**src/verilog/standby_seq_defines.svh**
```systemverilog
// Purpose: Constants for the standby and reset sequencer
// Assumes: APB byte addresses, 32-bit data
// Notes: Definitions only
`ifndef STANDBY_SEQ_DEFINES_SVH
`define STANDBY_SEQ_DEFINES_SVH

// ----------------------------------------
// Register map
// ----------------------------------------
`define ADDR_W 8
`define OFS_CTRL 8'h00
`define OFS_STATUS 8'h04

// ----------------------------------------
// Control fields
// ----------------------------------------
`define SEL_W 3
`define SEL_LSB 0
`define SEL_MSB 2
`define SEL_W12 3'h0
`define SEL_W15 3'h2
`define SEL_W17 3'h4
`define SEL_RESET 3'h4

// ----------------------------------------
// Status fields
// ----------------------------------------
`define STAT_STATE_LSB 0
`define STAT_STATE_MSB 2
`define STAT_WDT_BIT 3
`define STAT_IRQWAKE_BIT 4

// ----------------------------------------
// Timing, in main clock periods
// ----------------------------------------
`define CNT_W 18
`define WAIT_EXP12 4096
`define WAIT_EXP15 32768
`define WAIT_EXP17 131072

// ----------------------------------------
// Misc
// ----------------------------------------
`define IRQ_NUM 8
`define RESET_VECTOR 16'h0000

`endif

```
**src/verilog/standby_seq_pkg.sv**
```systemverilog
// Purpose: Types for the standby and reset sequencer
// Assumes: standby_seq_defines.svh included first
// Notes: Carriers for grouped ports and the module state
`include "standby_seq_defines.svh"

package standby_seq_pkg;

  // ----------------------------------------
  // Sequencer states
  // ----------------------------------------
  typedef enum logic [2:0] {
    ST_RST_HOLD = 3'b000,
    ST_RST_WAIT = 3'b001,
    ST_RUN = 3'b010,
    ST_HALT = 3'b011,
    ST_STOP = 3'b100,
    ST_OSC_WAIT = 3'b101
  } seq_state_t;

  // ----------------------------------------
  // Carriers
  // ----------------------------------------
  typedef struct packed {
    logic [`IRQ_NUM-1:0] irq_req;
    logic [`IRQ_NUM-1:0] interrupt_mask_flag;
    logic nmi_req;
    logic global_interrupt_enable;
  } wake_t;

  typedef struct packed {
    logic ext_count_input_a;
    logic ext_count_input_b;
    logic sub_osc_running;
    logic narrow_timer_c_sub;
    logic watch_timer_sub;
    logic lcd_sub;
    logic serial_ext_clk;
  } periph_sel_t;

  typedef struct packed {
    logic wide_timer;
    logic event_counter_a;
    logic event_counter_b;
    logic narrow_timer_c;
    logic watch_timer;
    logic watchdog;
    logic serial;
    logic adc;
    logic lcd;
    logic comparator_ext;
    logic comparator_timer;
  } periph_en_t;

  typedef struct packed {
    logic run;
    logic main_osc_en;
    logic port_hold;
    logic pin_hiz;
    logic core_reset;
    logic vector_fetch;
    logic irq_service;
    logic nmi_service;
    logic resume_next;
    logic [15:0] vector_addr;
  } core_ctl_t;

  typedef struct packed {
    seq_state_t st;
    logic [2:0] pin_sync;
    logic pin_lvl;
    logic [`CNT_W-1:0] cnt;
    logic from_stop;
    logic wdt_cause;
    logic irq_wake;
    logic [`SEL_W-1:0] osc_wait_select;
    logic pready;
    logic pslverr;
    logic [31:0] prdata;
    core_ctl_t ctl;
    periph_en_t pen;
  } seq_regs_t;

endpackage
```
**src/verilog/standby_reset_sequencer.sv**
```systemverilog
// Purpose: Halt, stop and reset sequencing with oscillation waits
// Assumes: clock_in is the main system clock; APB3 register slave
// Notes: Peripheral enables are clock permissions, not mode bits
//
// Contract
// RL1 - Halt ended by reset runs reset sequence
// RL2 - Stop instruction enters stop state
// RL3 - Pending unmasked request wakes standby immediately
// RL4 - Immediate stop wake: halt, wait, resume
// RL5 - Stop halts osc, CPU, timer, watchdog, ADC
// RL6 - Event counters run only on external inputs
// RL7 - Timer C, watch, LCD need subclock
// RL8 - Serial runs only with external clock
// RL9 - Comparator keeps interrupt; timer mode with subclock
// RL10 - Unmasked interrupt ends stop after wait
// RL11 - Masked interrupt never ends stop
// RL12 - Reset ends stop after stabilization wait
// RL13 - Pin and watchdog resets act identically
// RL14 - Reset starts from vector at zero
// RL15 - Pins high-impedance during reset and wait
// RL16 - Pin release waits 2^15 clocks
// RL17 - Watchdog reset self-releases, same wait
// RL18 - External reset low at least 10 us
// RL19 - Reset in stop keeps stop contents
// RL20 - Reset loads 2^17 select; stop uses 2^15 (stop wait here follows the select, so 2^17 after reset)
// RL21 - Unmasked interrupt ends halt
// RL22 - NMI ends halt, always serviced
`timescale 1ns/10ps

module standby_reset_sequencer
  import standby_seq_pkg::*;
#(
  parameter int WAIT12 = `WAIT_EXP12,
  parameter int WAIT15 = `WAIT_EXP15,
  parameter int WAIT17 = `WAIT_EXP17
) (
  // Clock, reset, enable
  input wire logic clock_in,
  input wire logic nrst_in,
  input wire logic ce_in,
  // APB slave
  input wire logic psel_in,
  input wire logic penable_in,
  input wire logic pwrite_in,
  input wire logic [`ADDR_W-1:0] paddr_in,
  input wire logic [31:0] pwdata_in,
  output logic pready_out,
  output logic pslverr_out,
  output logic [31:0] prdata_out,
  // Reset sources
  input wire logic reset_pin_n_in,
  input wire logic watchdog_overflow_in,
  // CPU core
  input wire logic halt_exec_in,
  input wire logic stop_exec_in,
  input wire wake_t wake_in,
  output core_ctl_t core_out,
  // Peripheral clock gating
  input wire periph_sel_t periph_sel_in,
  output periph_en_t periph_en_out
);

  // ----------------------------------------
  // Elaboration checks
  // ----------------------------------------
  initial begin
    if (WAIT12 < 1 || WAIT15 < 1 || WAIT17 < 1) begin
      $error("wait lengths must be at least one cycle");
    end
    if (WAIT12 > (1 << `CNT_W) || WAIT15 > (1 << `CNT_W) || WAIT17 > (1 << `CNT_W)) begin
      $error("wait length exceeds counter width");
    end
  end

  localparam logic [`CNT_W-1:0] LOAD12 = `CNT_W'(WAIT12 - 1);
  localparam logic [`CNT_W-1:0] LOAD15 = `CNT_W'(WAIT15 - 1);
  localparam logic [`CNT_W-1:0] LOAD17 = `CNT_W'(WAIT17 - 1);

  seq_regs_t r_q;
  seq_regs_t r_d;

  function automatic logic [`CNT_W-1:0] wait_load(input logic [`SEL_W-1:0] sel);
    logic [`CNT_W-1:0] v;
    v = LOAD17;
    if (sel == `SEL_W12) begin
      v = LOAD12;
    end else if (sel == `SEL_W15) begin
      v = LOAD15;
    end
    return v;
  endfunction

  // ----------------------------------------
  // Next state
  // ----------------------------------------
  always_comb begin
    logic wake;
    logic pin_rst;
    logic sel_ok;
    logic [31:0] rd;
    r_d = r_q;
    wake = 1'b0;
    pin_rst = 1'b0;
    sel_ok = 1'b0;
    rd = 32'h0000_0000;

    // Pin reset passes three flops; level counts once the last two agree
    r_d.pin_sync = {r_q.pin_sync[1:0], reset_pin_n_in};
    if (r_q.pin_sync[1] == r_q.pin_sync[2]) begin
      r_d.pin_lvl = r_q.pin_sync[2];
    end
    pin_rst = !r_q.pin_lvl;

    // Masked requests are ignored here  // see RL11
    wake = |(wake_in.irq_req & ~wake_in.interrupt_mask_flag);

    r_d.ctl.vector_fetch = 1'b0;
    r_d.ctl.irq_service = 1'b0;
    r_d.ctl.nmi_service = 1'b0;
    r_d.ctl.resume_next = 1'b0;
    r_d.ctl.vector_addr = `RESET_VECTOR;

    if (pin_rst) begin
      // Reset entered from stop keeps stop contents during the pin low  // see RL19
      if (r_q.st == ST_STOP) begin
        r_d.from_stop = 1'b1;
      end
      r_d.st = ST_RST_HOLD;
      r_d.wdt_cause = 1'b0;
    end else if (watchdog_overflow_in) begin
      // Same path as the pin, minus the hold phase  // see RL13 RL17
      r_d.st = ST_RST_WAIT;
      r_d.cnt = LOAD15;
      r_d.wdt_cause = 1'b1;
      r_d.from_stop = 1'b0;
    end else begin
      unique case (r_q.st)
        ST_RST_HOLD: begin
          // Release always waits 2^15, whatever the select holds  // see RL16 RL20 RL12
          r_d.st = ST_RST_WAIT;
          r_d.cnt = LOAD15;
        end
        ST_RST_WAIT: begin
          if (r_q.cnt == '0) begin
            r_d.st = ST_RUN;
            r_d.from_stop = 1'b0;
            r_d.ctl.vector_fetch = 1'b1; // see RL14 RL1
          end else begin
            r_d.cnt = r_q.cnt - 1'b1;
          end
        end
        ST_RUN: begin
          if (stop_exec_in) begin
            r_d.st = ST_STOP; // see RL2
            r_d.irq_wake = 1'b0;
          end else if (halt_exec_in) begin
            r_d.st = ST_HALT;
          end
        end
        ST_HALT: begin
          // A request already pending falls out on the next edge  // see RL3
          if (wake_in.nmi_req) begin
            r_d.st = ST_RUN;
            r_d.ctl.nmi_service = 1'b1; // see RL22
          end else if (wake) begin
            r_d.st = ST_RUN;
            r_d.ctl.irq_service = wake_in.global_interrupt_enable; // see RL21
            r_d.ctl.resume_next = !wake_in.global_interrupt_enable;
          end
        end
        ST_STOP: begin
          // Immediate wake still passes through the halted wait  // see RL3 RL4
          if (wake) begin
            r_d.st = ST_OSC_WAIT;
            r_d.cnt = wait_load(r_q.osc_wait_select);
            r_d.irq_wake = 1'b1;
          end
        end
        ST_OSC_WAIT: begin
          if (r_q.cnt == '0) begin
            r_d.st = ST_RUN;
            r_d.ctl.irq_service = wake_in.global_interrupt_enable; // see RL10
            r_d.ctl.resume_next = !wake_in.global_interrupt_enable;
          end else begin
            r_d.cnt = r_q.cnt - 1'b1;
          end
        end
        default: begin
          r_d.st = ST_RST_WAIT;
          r_d.cnt = LOAD15;
        end
      endcase
    end

    // ----------------------------------------
    // APB slave
    // ----------------------------------------
    // Answer prepared in setup so every bus output is a flop
    unique case (paddr_in)
      `OFS_CTRL: begin
        rd[`SEL_MSB:`SEL_LSB] = r_q.osc_wait_select;
      end
      `OFS_STATUS: begin
        rd[`STAT_STATE_MSB:`STAT_STATE_LSB] = r_q.st;
        rd[`STAT_WDT_BIT] = r_q.wdt_cause;
        rd[`STAT_IRQWAKE_BIT] = r_q.irq_wake;
      end
      default: begin
        rd = 32'h0000_0000;
      end
    endcase
    r_d.pready = 1'b0;
    if (psel_in && !penable_in) begin
      r_d.pready = 1'b1;
      r_d.prdata = pwrite_in ? 32'h0000_0000 : rd;
      r_d.pslverr = (paddr_in != `OFS_CTRL) && (paddr_in != `OFS_STATUS);
    end else if (psel_in && penable_in && r_q.pready) begin
      r_d.prdata = 32'h0000_0000;
      r_d.pslverr = 1'b0;
      if (pwrite_in && paddr_in == `OFS_CTRL) begin
        // Prohibited codes are dropped so the wait length stays defined
        sel_ok = (pwdata_in[`SEL_MSB:`SEL_LSB] == `SEL_W12) ||
                 (pwdata_in[`SEL_MSB:`SEL_LSB] == `SEL_W15) ||
                 (pwdata_in[`SEL_MSB:`SEL_LSB] == `SEL_W17);
        if (sel_ok) begin
          r_d.osc_wait_select = pwdata_in[`SEL_MSB:`SEL_LSB];
        end
      end
    end

    // Core reset reloads the select; a stop-held reset waits for release  // see RL20 RL19
    if (r_d.st == ST_RST_WAIT || (r_d.st == ST_RST_HOLD && !r_d.from_stop)) begin
      r_d.osc_wait_select = `SEL_RESET; // see RL13
    end

    // ----------------------------------------
    // Core and pin controls
    // ----------------------------------------
    r_d.ctl.run = (r_d.st == ST_RUN);
    r_d.ctl.main_osc_en = !(r_d.st == ST_STOP || (r_d.st == ST_RST_HOLD && r_d.from_stop)); // see RL5
    r_d.ctl.port_hold = (r_d.st == ST_HALT) || (r_d.st == ST_STOP) || (r_d.st == ST_OSC_WAIT) ||
                        (r_d.st == ST_RST_HOLD && r_d.from_stop); // see RL5 RL19
    r_d.ctl.pin_hiz = (r_d.st == ST_RST_HOLD) || (r_d.st == ST_RST_WAIT); // see RL15
    r_d.ctl.core_reset = (r_d.st == ST_RST_WAIT) || (r_d.st == ST_RST_HOLD && !r_d.from_stop); // see RL1 RL12

    // ----------------------------------------
    // Peripheral clock permissions
    // ----------------------------------------
    r_d.pen = '0;
    unique case (r_d.st)
      ST_RUN: begin
        r_d.pen = '1;
      end
      ST_HALT, ST_OSC_WAIT: begin
        // A/D has no use without the CPU; everything else keeps its clock
        r_d.pen = '1;
        r_d.pen.adc = 1'b0;
      end
      ST_STOP, ST_RST_HOLD: begin
        if (r_d.st == ST_STOP || r_d.from_stop) begin
          r_d.pen.event_counter_a = periph_sel_in.ext_count_input_a; // see RL6
          r_d.pen.event_counter_b = periph_sel_in.ext_count_input_b; // see RL6
          r_d.pen.narrow_timer_c = periph_sel_in.sub_osc_running && periph_sel_in.narrow_timer_c_sub; // see RL7
          r_d.pen.watch_timer = periph_sel_in.sub_osc_running && periph_sel_in.watch_timer_sub; // see RL7
          r_d.pen.lcd = periph_sel_in.sub_osc_running && periph_sel_in.lcd_sub; // see RL7
          r_d.pen.serial = periph_sel_in.serial_ext_clk; // see RL8
          r_d.pen.comparator_ext = 1'b1; // see RL9
          r_d.pen.comparator_timer = r_d.pen.narrow_timer_c; // see RL9
        end
      end
      default: begin
        r_d.pen = '0;
      end
    endcase
  end

  // ----------------------------------------
  // State register
  // ----------------------------------------
  always_ff @(posedge clock_in or negedge nrst_in) begin
    if (!nrst_in) begin
      r_q <= '0;
      r_q.st <= ST_RST_HOLD;
      r_q.pin_sync <= 3'h0;
      r_q.osc_wait_select <= `SEL_RESET;
      r_q.ctl.pin_hiz <= 1'b1;
      r_q.ctl.core_reset <= 1'b1;
      r_q.ctl.main_osc_en <= 1'b1;
      r_q.ctl.vector_addr <= `RESET_VECTOR;
    end else if (ce_in) begin
      r_q <= r_d;
    end
  end

  // ----------------------------------------
  // Outputs
  // ----------------------------------------
  assign pready_out = r_q.pready;
  assign pslverr_out = r_q.pslverr;
  assign prdata_out = r_q.prdata;
  assign core_out = r_q.ctl;
  assign periph_en_out = r_q.pen;

endmodule

```
**config.mk**
```make
export PLATFORM = sky130hd
export DESIGN_NAME = standby_reset_sequencer
export DESIGN_NICKNAME = d
export VERILOG_FILES = /design/src/verilog/standby_seq_pkg.sv /design/src/verilog/standby_reset_sequencer.sv
export VERILOG_INCLUDE_DIRS = /design/src /design/src/verilog
export SDC_FILE = /design/constraint.sdc
export NUM_CORES = 1
export LEC_CHECK = 0
export ABC_AREA = 1
export ABC_CLOCK_PERIOD_IN_PS = 4700
export BUFFER_PORTS_ARGS = -buffer_cell sky130_fd_sc_hd__buf_2
export CORE_MARGIN = 2
export CORE_UTILIZATION = 40
export CTS_CLUSTER_DIAMETER = 40
export DETAILED_ROUTE_END_ITERATION = 8
export PLACE_DENSITY = 0.68
export SYNTH_ARGS = -nofsm -noshare
export SYNTH_HDL_FRONTEND = slang
export SYNTH_SLANG_ARGS = --single-unit
```
**constraint.sdc**
```tcl
create_clock -name clock_in -period 4.7 [get_ports clock_in]
set_input_delay 0.94 -clock clock_in [delete_from_list [all_inputs] [get_ports clock_in]]
set_output_delay 0.94 -clock clock_in [all_outputs]
set_load 0.01 [all_outputs]
```
==> flow_summary.yaml, run 1 <==
status:
  status: "finished clean"
clock_network:
  cts_made_buffers: 5
  cts_sinks: 55
  path_clk_slew_ps: 100
  clk_path_buf_depth: 2
  cts.htree.levels: 2
  cts_root_buffer: "clkbuf_8"
  clk-insertion-delay-late_ps: 310
  cts_tree: "built"
  cts-resized-gates: 0
  cts_setup_buffers: 0
  postCtsHoldBufs: 0
worst_setup_path:
  arrival_ps: 2900
  cp-end-kind: "register"
  cpMaxStageDelayCell: "nand2_1"
  timing.rr.start: "r_q[76]"
  required_ps: 4900
  path_cells: "buf_2, nand2_1, inv_1, o2111ai_1, nand2_1, clkinv_2, nand2_1, nand2_1"
  crit_type: "input pin to register"
  crit_start: "ce_in"
  cp_max_fo: 30
  max_stage_delay_ps: 710
  path_common_cell: "nand2_1"
  start_kind: "input pin"
job:
  cap_violations: 0
timing:
  min_period_over_period_pct: 57.5
  rsz0062_at_grt: "no"
  tightestPinTransition_ps: 933
  slew_headroom_pct: 37.7
  setup_viol: 0
  hold_viol: 0
  max_clock_freq_ghz: 0.370
  final.min_clock_period_ps: 2700
  setup_tns_ps: 0
  finClkSkew_ps: 9.63
  maxSlewViolCount: 0
finish:
  synthToLayoutAreaGrowth_pct: 4.99
  layout.cells.non_filler: 634
  layout-drive-gt1-share_pct: 20.2
  final_area_sq_um: 3810
  n_antenna_cell: 0
  fin_nets: 601
yosys:
  ys_seq_area_share_pct: 38.0
  syn_area_sq_um: 3630
  synth_top_cell_by_area: "dfrtp_1"
  yosys_warnings: 0
  synth.ff_latch_count: 55
  yosys_most_used_dff: "dfrtp_1"
  synth_cells: 483
  synthArstFlopShare_pct: 100
  synth_edf_count: 0
  synth.distinct_cells: 42
  synth.most_common_cell: "nand2_1"
  yosys-top-cells-count: "109 x nand2_1, 70 x buf_4, 51 x dfrtp_1"
  syn_area_per_cell_sq_um: 7.52
  yosysTopAreaCellShare_pct: 35.1
  synth_area_leaders: "dfrtp_1 35%, buf_4 14%, nand2_1 11%"
route:
  drc: 0
  vias_per_cell: 4.91
  vias: 3110
  drtPass1Iterations: 5
  routedWlPerCell_microns: 12.2
  drt_wl_total_mm: 7.75
  drt_iter0_drc: 159
  detail-route-antenna-nets: 0
global_route:
  grt_pass1_vias: 2704
  overflow: 0
  antenna_found_initial: 0
  grt_pass1_wl_mm: 12.4
  grt_max_degree: 56
  grt_use_total_pct: 15.4
power_and_ir_drop:
  ir_drop_mv: 0.145
  p_clk_share_pct: 22.0
  seqPwrFrac_pct: 51.7
  combPwrFrac_pct: 26.3
  leakage_nw: 2.05
  power_switching_mw: 0.447
  powerDensity_nw_per_um2: 318
  intPower_mw: 0.765
  power.share.switching_pct: 36.9
placement:
  gp_congestion: 0.876
  dp.cells: 626
  numPortBuffers: 72
  dpl_cell_area_sq_um: 3720
  detailed_place_hpwl_mm: 5.69
die:
  die_x_microns: 99.3
  io_pins: 145
  fp.dieH_microns: 99.3
  dieArea_sq_um: 9860
  num_rows: 34
  core_sq_um: 8760
  start_util_pct: 41.4
hold_path:
  hold_class: "register to register"
  min-delay-start: "r_q[97]"
## registers in the layout (all words and copies together), names as in the netlist
signal / flops
periph_en_out: 8
prdata_out: 5
core_out: 9
r_d: 2
r_q: 29
pslverr_out: 1
pready_out: 1
## power by group through the flow
stage | clock (mW) | sequential (mW) | combinational [mW]
floorplan | 0 | 0.611 | 0.277
global placement | 0 | 0.631 | 0.310
detailed placement | 0 | 0.631 | 0.319
CTS | 0.275 | 0.624 | 0.319
global route | 0.296 | 0.636 | 0.365
finish | 0.267 | 0.627 | 0.318
## stage by stage
step	total power, mW	utilization, %	setup slack [ps]	hold WS (ps)
2_1_floorplan	0.887	-	2680	442
3_3_place_gp	0.940	42.5	1760	458
3_5_place_dp	0.950	42.5	1700	461
4_1_cts	1.22	43.5	2020	486
5_1_grt	1.30	43.5	1820	510
6_report	1.21	43.5	2000	482
## cells by family (layout without fill, tap and decap cells)
group / after synthesis / count (layout) / share of synthesized area [%]
simple gates: 221 / 221 / 27.4
buf+inv: 131 / 132 / 20.9
compound gates: 65 / 65 / 11.0
flops: 55 / 55 / 38.0
xor+xnor: 9 / 9 / 2.17
fa+ha+maj: 1 / 1 / 0.344
other cells: 1 / 43 / 0.103
## worst max-delay path: cells and delay by family
| family | cells | cell delay (ps) |
|---|---|---|
| and+or+nand+nor | 4 | 1060 |
| buffers and inverters | 3 | 780 |
| AOI/OAI and AO/OA | 1 | 120 |
## path summary, 6_finish.rpt
path	to	slack [ps]	cells past startpoint
hold reg to reg	r_q[97]	480	2
min in group asynchronous	r_q[83]	740	2
setup reg to reg	r_q[92]	2140	10
hold / removal	r_q[97]	480	2
max in group asynchronous	periph_en_out[4]	3480	2
setup / recovery	r_q[92]	2000	8
## metal layers
metal / vias up / wire length (microns) / track usage (%)
met5: - / 0 / 0
met2: 126 / 3520 / 24.4
met3: 9 / 516 / 2.74
met4: 0 / 107 / 4.64
met1: 1435 / 3610 / 21.6
li1: 1540 / - / -
## cell type report
| type | count | area [sq um] |
|---|---|---|
| Multi-Input combinational cell | 339 | 1650 |
| Tap cell | 108 | 135 |
| Fill cell | 916 | 4950 |
| Clock inverter | 2 | 16.3 |
| Inverter | 51 | 193 |
| Timing Repair Buffer | 73 | 368 |
| Sequential cell | 55 | 1380 |
| Clock buffer | 6 | 72.6 |
## cell usage in the layout (no fill, tap or decap), types with 3 or more instances in the layout
cell type | Yosys | layout
a21oi_1 | 9 | 9
inv_1 | 46 | 46
o21ai_1 | 9 | 9
nor2_1 | 36 | 36
buf_2 | 4 | 72
clkbuf_8 | 0 | 5
dfstp_2 | 4 | 4
dfrtp_1 | 51 | 51
o31ai_1 | 4 | 4
nand3_1 | 41 | 41
conb_1 | 1 | 43
o221ai_1 | 3 | 3
xor2_1 | 9 | 9
nor3_1 | 6 | 6
o21ai_0 | 27 | 27
nand2_2 | 6 | 6
inv_2 | 4 | 4
nand2_1 | 109 | 109
nand4_1 | 10 | 10
Power figures use the tool's default switching activity.
==> inputs of run 2 (changes only) <==
ABC_CLOCK_PERIOD_IN_PS = 2800   (was 4700)
clock period = 2.8 ns   (was 4.7 ns; I/O delays follow)
==> flow_summary.yaml, run 2 (synthesis gave the netlist of run 1 again) <==
status:
  status: "finished clean"
worst_setup_path:
  timing.rr.start: "r_q[76]"
  start_kind: "register"
  arrival_ps: 2340
  reg2reg_depth: 11
  crit_start: "r_q[76]"
  cp_max_fo: 30
  required_ps: 3060
  r2r_end: "r_q[92]"
  crit_type: "register to register"
  cp-end-kind: "register"
  ff2ff_setup_slack_ps: 720
timing:
  finClkSkew_ps: 12.6
  tightestPinTransition_ps: 813
  fin_hold_ws_ps: 161
  rsz0062_at_grt: "no"
  hold_viol: 0
  maxSlewViolCount: 0
  setup_slack_ps: 720
  setup_viol: 0
  slew_headroom_pct: 45.7
  max_clock_freq_ghz: 0.481
  final.min_clock_period_ps: 2080
  min_period_over_period_pct: 74.3
  setup_tns_ps: 0
clock_network:
  cts-resized-gates: 0
  cts_root_buffer: "clkbuf_8"
  cts_tree: "built"
  path_clk_slew_ps: 100
  cts.htree.levels: 2
  postCtsHoldBufs: 0
  cts_made_buffers: 5
  cts_sinks: 55
  clk-insertion-delay-late_ps: 320
  cts_setup_buffers: 0
  clk_path_buf_depth: 2
die:
  core_sq_um: 8760
  die_x_microns: 99.3
  io_pins: 145
  fp.dieH_microns: 99.3
  num_rows: 34
  start_util_pct: 41.4
  dieArea_sq_um: 9860
route:
  vias: 3118
  detail-route-antenna-nets: 0
  vias_per_cell: 4.90
  drt_iter0_drc: 185
  drc: 0
  routedWlPerCell_microns: 12.4
  drtPass1Iterations: 5
  drt_wl_total_mm: 7.87
finish:
  final_common_cell: "nand2_1"
  final_area_sq_um: 3850
  synthToLayoutAreaGrowth_pct: 6.03
  layout-drive-gt1-share_pct: 20.5
  fin_util_pct: 43.9
  fin_nets: 603
  layout.cells.non_filler: 636
  largest_register_ffs: 29
  largest_register: "r_q"
  final_cell_mix: "109 x nand2_1, 72 x buf_2, 51 x dfrtp_1, 46 x inv_1, 43 x conb_1"
  n_antenna_cell: 0
placement:
  dp.cells: 628
  dpl_cell_area_sq_um: 3740
  numPortBuffers: 72
  detailed_place_hpwl_mm: 5.86
  gp_congestion: 0.887
  dpl_worst_slack_ps: 756
global_route:
  antenna_found_initial: 0
  grt_max_degree: 40
  grt_pass1_vias: 2909
  grt_use_total_pct: 16.4
  overflow: 0
  grt_pass1_wl_mm: 13.4
hold_path:
  hold_class: "input pin to async pin"
power_and_ir_drop:
  ir_drop_mv: 0.273
  leakage_nw: 2.07
  powerDensity_nw_per_um2: 557
  power_mw: 2.15
job:
  cap_violations: 0
==> run 2: worst max-delay path by stage <==
stage	end	slack, ps	depth (start not counted)
after floorplan	periph_en_out[4]	1090	11
after detailed placement	prdata_out[0]	760	7
after global placement	r_q[93]	810	11
after global routing	periph_en_out[7]	520	11
after CTS	r_q[92]	740	11
final	r_q[92]	720	11
==> run 2: area by class of cell <==
| class | instances | area (sq um) |
|---|---|---|
| clock inverter | 2 | 38.8 |
| fill | 903 | 4910 |
| timing repair buffer | 75 | 383 |
| multi-input combinational | 339 | 1650 |
| inverter | 51 | 193 |
| tap | 108 | 135 |
| clock buffer | 6 | 72.6 |
| sequential | 55 | 1380 |
==> run 2: routing by layer <==
layer / GRT usage, % / part of all wire, % / vias to the layer above
li1: - / - / 1542
met1: 22.4 / 46 / 1453
met2: 27.4 / 47 / 117
met3: 2.46 / 6.4 / 6
met4: 4.21 / 1.1 / 0
met5: 0 / 0 / -
==> run 2: report_power, final <==
part,switching [mW],internal [mW]
Sequential,0.134,0.913
Combinational,0.353,0.195
Clock,0.279,0.271
Total,0.766,1.38
==> run 2: critical path, stage by stage (launching register included) <==
cell and delay [ps]:
dfrtp_1 390, inv_1 170, ha_1 270, nand2_2 110, nor2_4 180, nand4_1 170, o2111ai_1 130, nand2_1 70
buf_4 230, clkinv_2 150, nand2_1 70, nand2_1 70
==> inputs of run 3 (changes only) <==
ABC_CLOCK_PERIOD_IN_PS = 1800   (was 2800)
PLACE_DENSITY = 0.71   (was 0.68)
clock period = 1.8 ns   (was 2.8 ns; I/O delays follow)
==> flow_summary.yaml, run 3 (synthesis gave the netlist of run 1 again) <==
worst_setup_path:
  cp-end-kind: "register"
  crit_type: "register to register"
  cp_max_fo: 7
  start_kind: "register"
  max_stage_delay_ps: 400
  arrival_ps: 1990
  required_ps: 2000
  path_cells: "nor2_2, nand2_1, nor2_4, nand4_1, o2111ai_2, nand2_4, clkbuf_16, nand3_2, nand3_2"
  path_common_cell: "nand3_2"
  cpMaxStageDelayCell: "dfrtp_1"
die:
  start_util_pct: 41.4
  dieArea_sq_um: 9860
  io_pins: 145
  fp.dieH_microns: 99.3
  num_rows: 34
  die_x_microns: 99.3
  core_sq_um: 8760
timing:
  fin_hold_ws_ps: 249
  tightestPinTransition_ps: 817
  hold_viol: 0
  maxSlewViolCount: 0
  min_period_over_period_pct: 99.0
  slew_headroom_pct: 45.5
  rsz0062_at_grt: "yes"
  finClkSkew_ps: 9.28
  final.min_clock_period_ps: 1780
  setup_viol: 0
  max_clock_freq_ghz: 0.561
finish:
  fin_nets: 635
  layout.cells.non_filler: 668
  largest_register: "r_q"
  n_antenna_cell: 0
  layout-drive-gt1-share_pct: 33.9
  largest_register_ffs: 29
  final_cell_mix: "96 x nand2_1, 72 x buf_2, 48 x dfrtp_1, 43 x inv_1, 43 x conb_1"
  synthToLayoutAreaGrowth_pct: 22.0
  final_common_cell: "nand2_1"
power_and_ir_drop:
  seqPwrFrac_pct: 41.4
  power_switching_mw: 1.36
  powerDensity_nw_per_um2: 881
  power_mw: 3.90
  intPower_mw: 2.55
  power.share.switching_pct: 34.8
  combPwrFrac_pct: 34.0
  leakage_nw: 2.32
  ir_drop_mv: 0.408
  p_clk_share_pct: 24.6
clock_network:
  cts_root_buffer: "clkbuf_8"
  path_clk_slew_ps: 100
  clk-insertion-delay-late_ps: 310
  clk_path_buf_depth: 2
  cts_sinks: 55
  cts_made_buffers: 5
  cts_tree: "built"
  cts.htree.levels: 2
placement:
  detailed_place_hpwl_mm: 6.18
  dp.cells: 648
  numPortBuffers: 72
  gp_congestion: 0.864
job:
  cap_violations: 0
global_route:
  grt_pass1_vias: 2845
  overflow: 0
  grt_max_degree: 43
  antenna_found_initial: 0
  grt_use_total_pct: 16.6
  grt_pass1_wl_mm: 13.5
route:
  drc: 0
  vias: 3315
  detail-route-antenna-nets: 0
  vias_per_cell: 4.96
  drt_wl_total_mm: 9.01
  routedWlPerCell_microns: 13.5
  drtPass1Iterations: 4
  drt_iter0_drc: 281
hold_path:
  hold_class: "input pin to register"
status:
  status: "finished clean"
## run 3: cell count changes in the layout (fill, tap and decap cells not counted), moves of 7 or more
cell and change:
buf_4 +26, nand2_1 -13, o21ai_0 -10, o21ai_2 +10, nand3_1 -9, nand2_4 +7, nand3_2 +7
## run 3: stage by stage
step           instance area (sq um)  util [%]  setup WS, ps  TNS, ps
4_1_cts                         4080      46.6          8.96        0
3_5_place_dp                    3920      44.7         -26.2    -91.0
5_1_grt                         4430      50.6         -83.8    -1030
2_1_floorplan                   3790         -          87.4        0
6_report                        4430      50.6          18.4        0
3_3_place_gp                    3920      44.7          19.2        0
## run 3: power groups by stage
stage / clock network [mW] / logic, mW / registers [mW]
3_3_place_gp: 0 / 1.00 / 1.61
6_report: 0.961 / 1.33 / 1.62
2_1_floorplan: 0 / 0.723 / 1.59
4_1_cts: 0.977 / 1.06 / 1.59
5_1_grt: 1.03 / 1.45 / 1.64
3_5_place_dp: 0 / 1.04 / 1.61
## run 3: area by class of cell
type / instances / area (sq um)
fill: 807 / 4330
timing repair buffer: 107 / 689
inverter: 51 / 204
clock inverter: 2 / 60.1
multi-input combinational: 339 / 1880
clock buffer: 6 / 72.6
tap: 108 / 135
sequential: 55 / 1390
## run 3: repair_timing
action,CTS,global route
setup endpoints to repair,15,34
gates cloned,0,3
hold endpoints to repair,13,0
gates resized for setup,5,73
pin swaps,2,19
hold buffers,1,0
buffers inserted,1,7
## run 3: metal layers
layer,wire length [microns],global-route usage (%),vias to the layer above
met5,0,0,-
met4,179,5.48,0
met3,504,2.04,16
met2,4280,25.8,140
met1,4040,23.9,1552
li1,-,-,1607
## run 3: worst paths after layout
check                            startpoint               end  slack (ps)  depth (start not counted)
min in group asynchronous           nrst_in           r_q[86]         480                          2
min reg2reg                periph_en_out[2]  periph_en_out[2]         490                          2
max in group asynchronous           nrst_in      core_out[23]         730                          3
max                                 r_q[89]           r_q[78]          20                          9
max reg2reg                         r_q[89]           r_q[78]          20                          9
min                          reset_pin_n_in           r_d[96]         250                          3
## run 3: worst max-delay path, delay by kind of cell, from the launching register on
family,cells,cell delay [ps]
simple gates,7,930
flops,1,400
buf+inv,1,190
compound gates,1,160
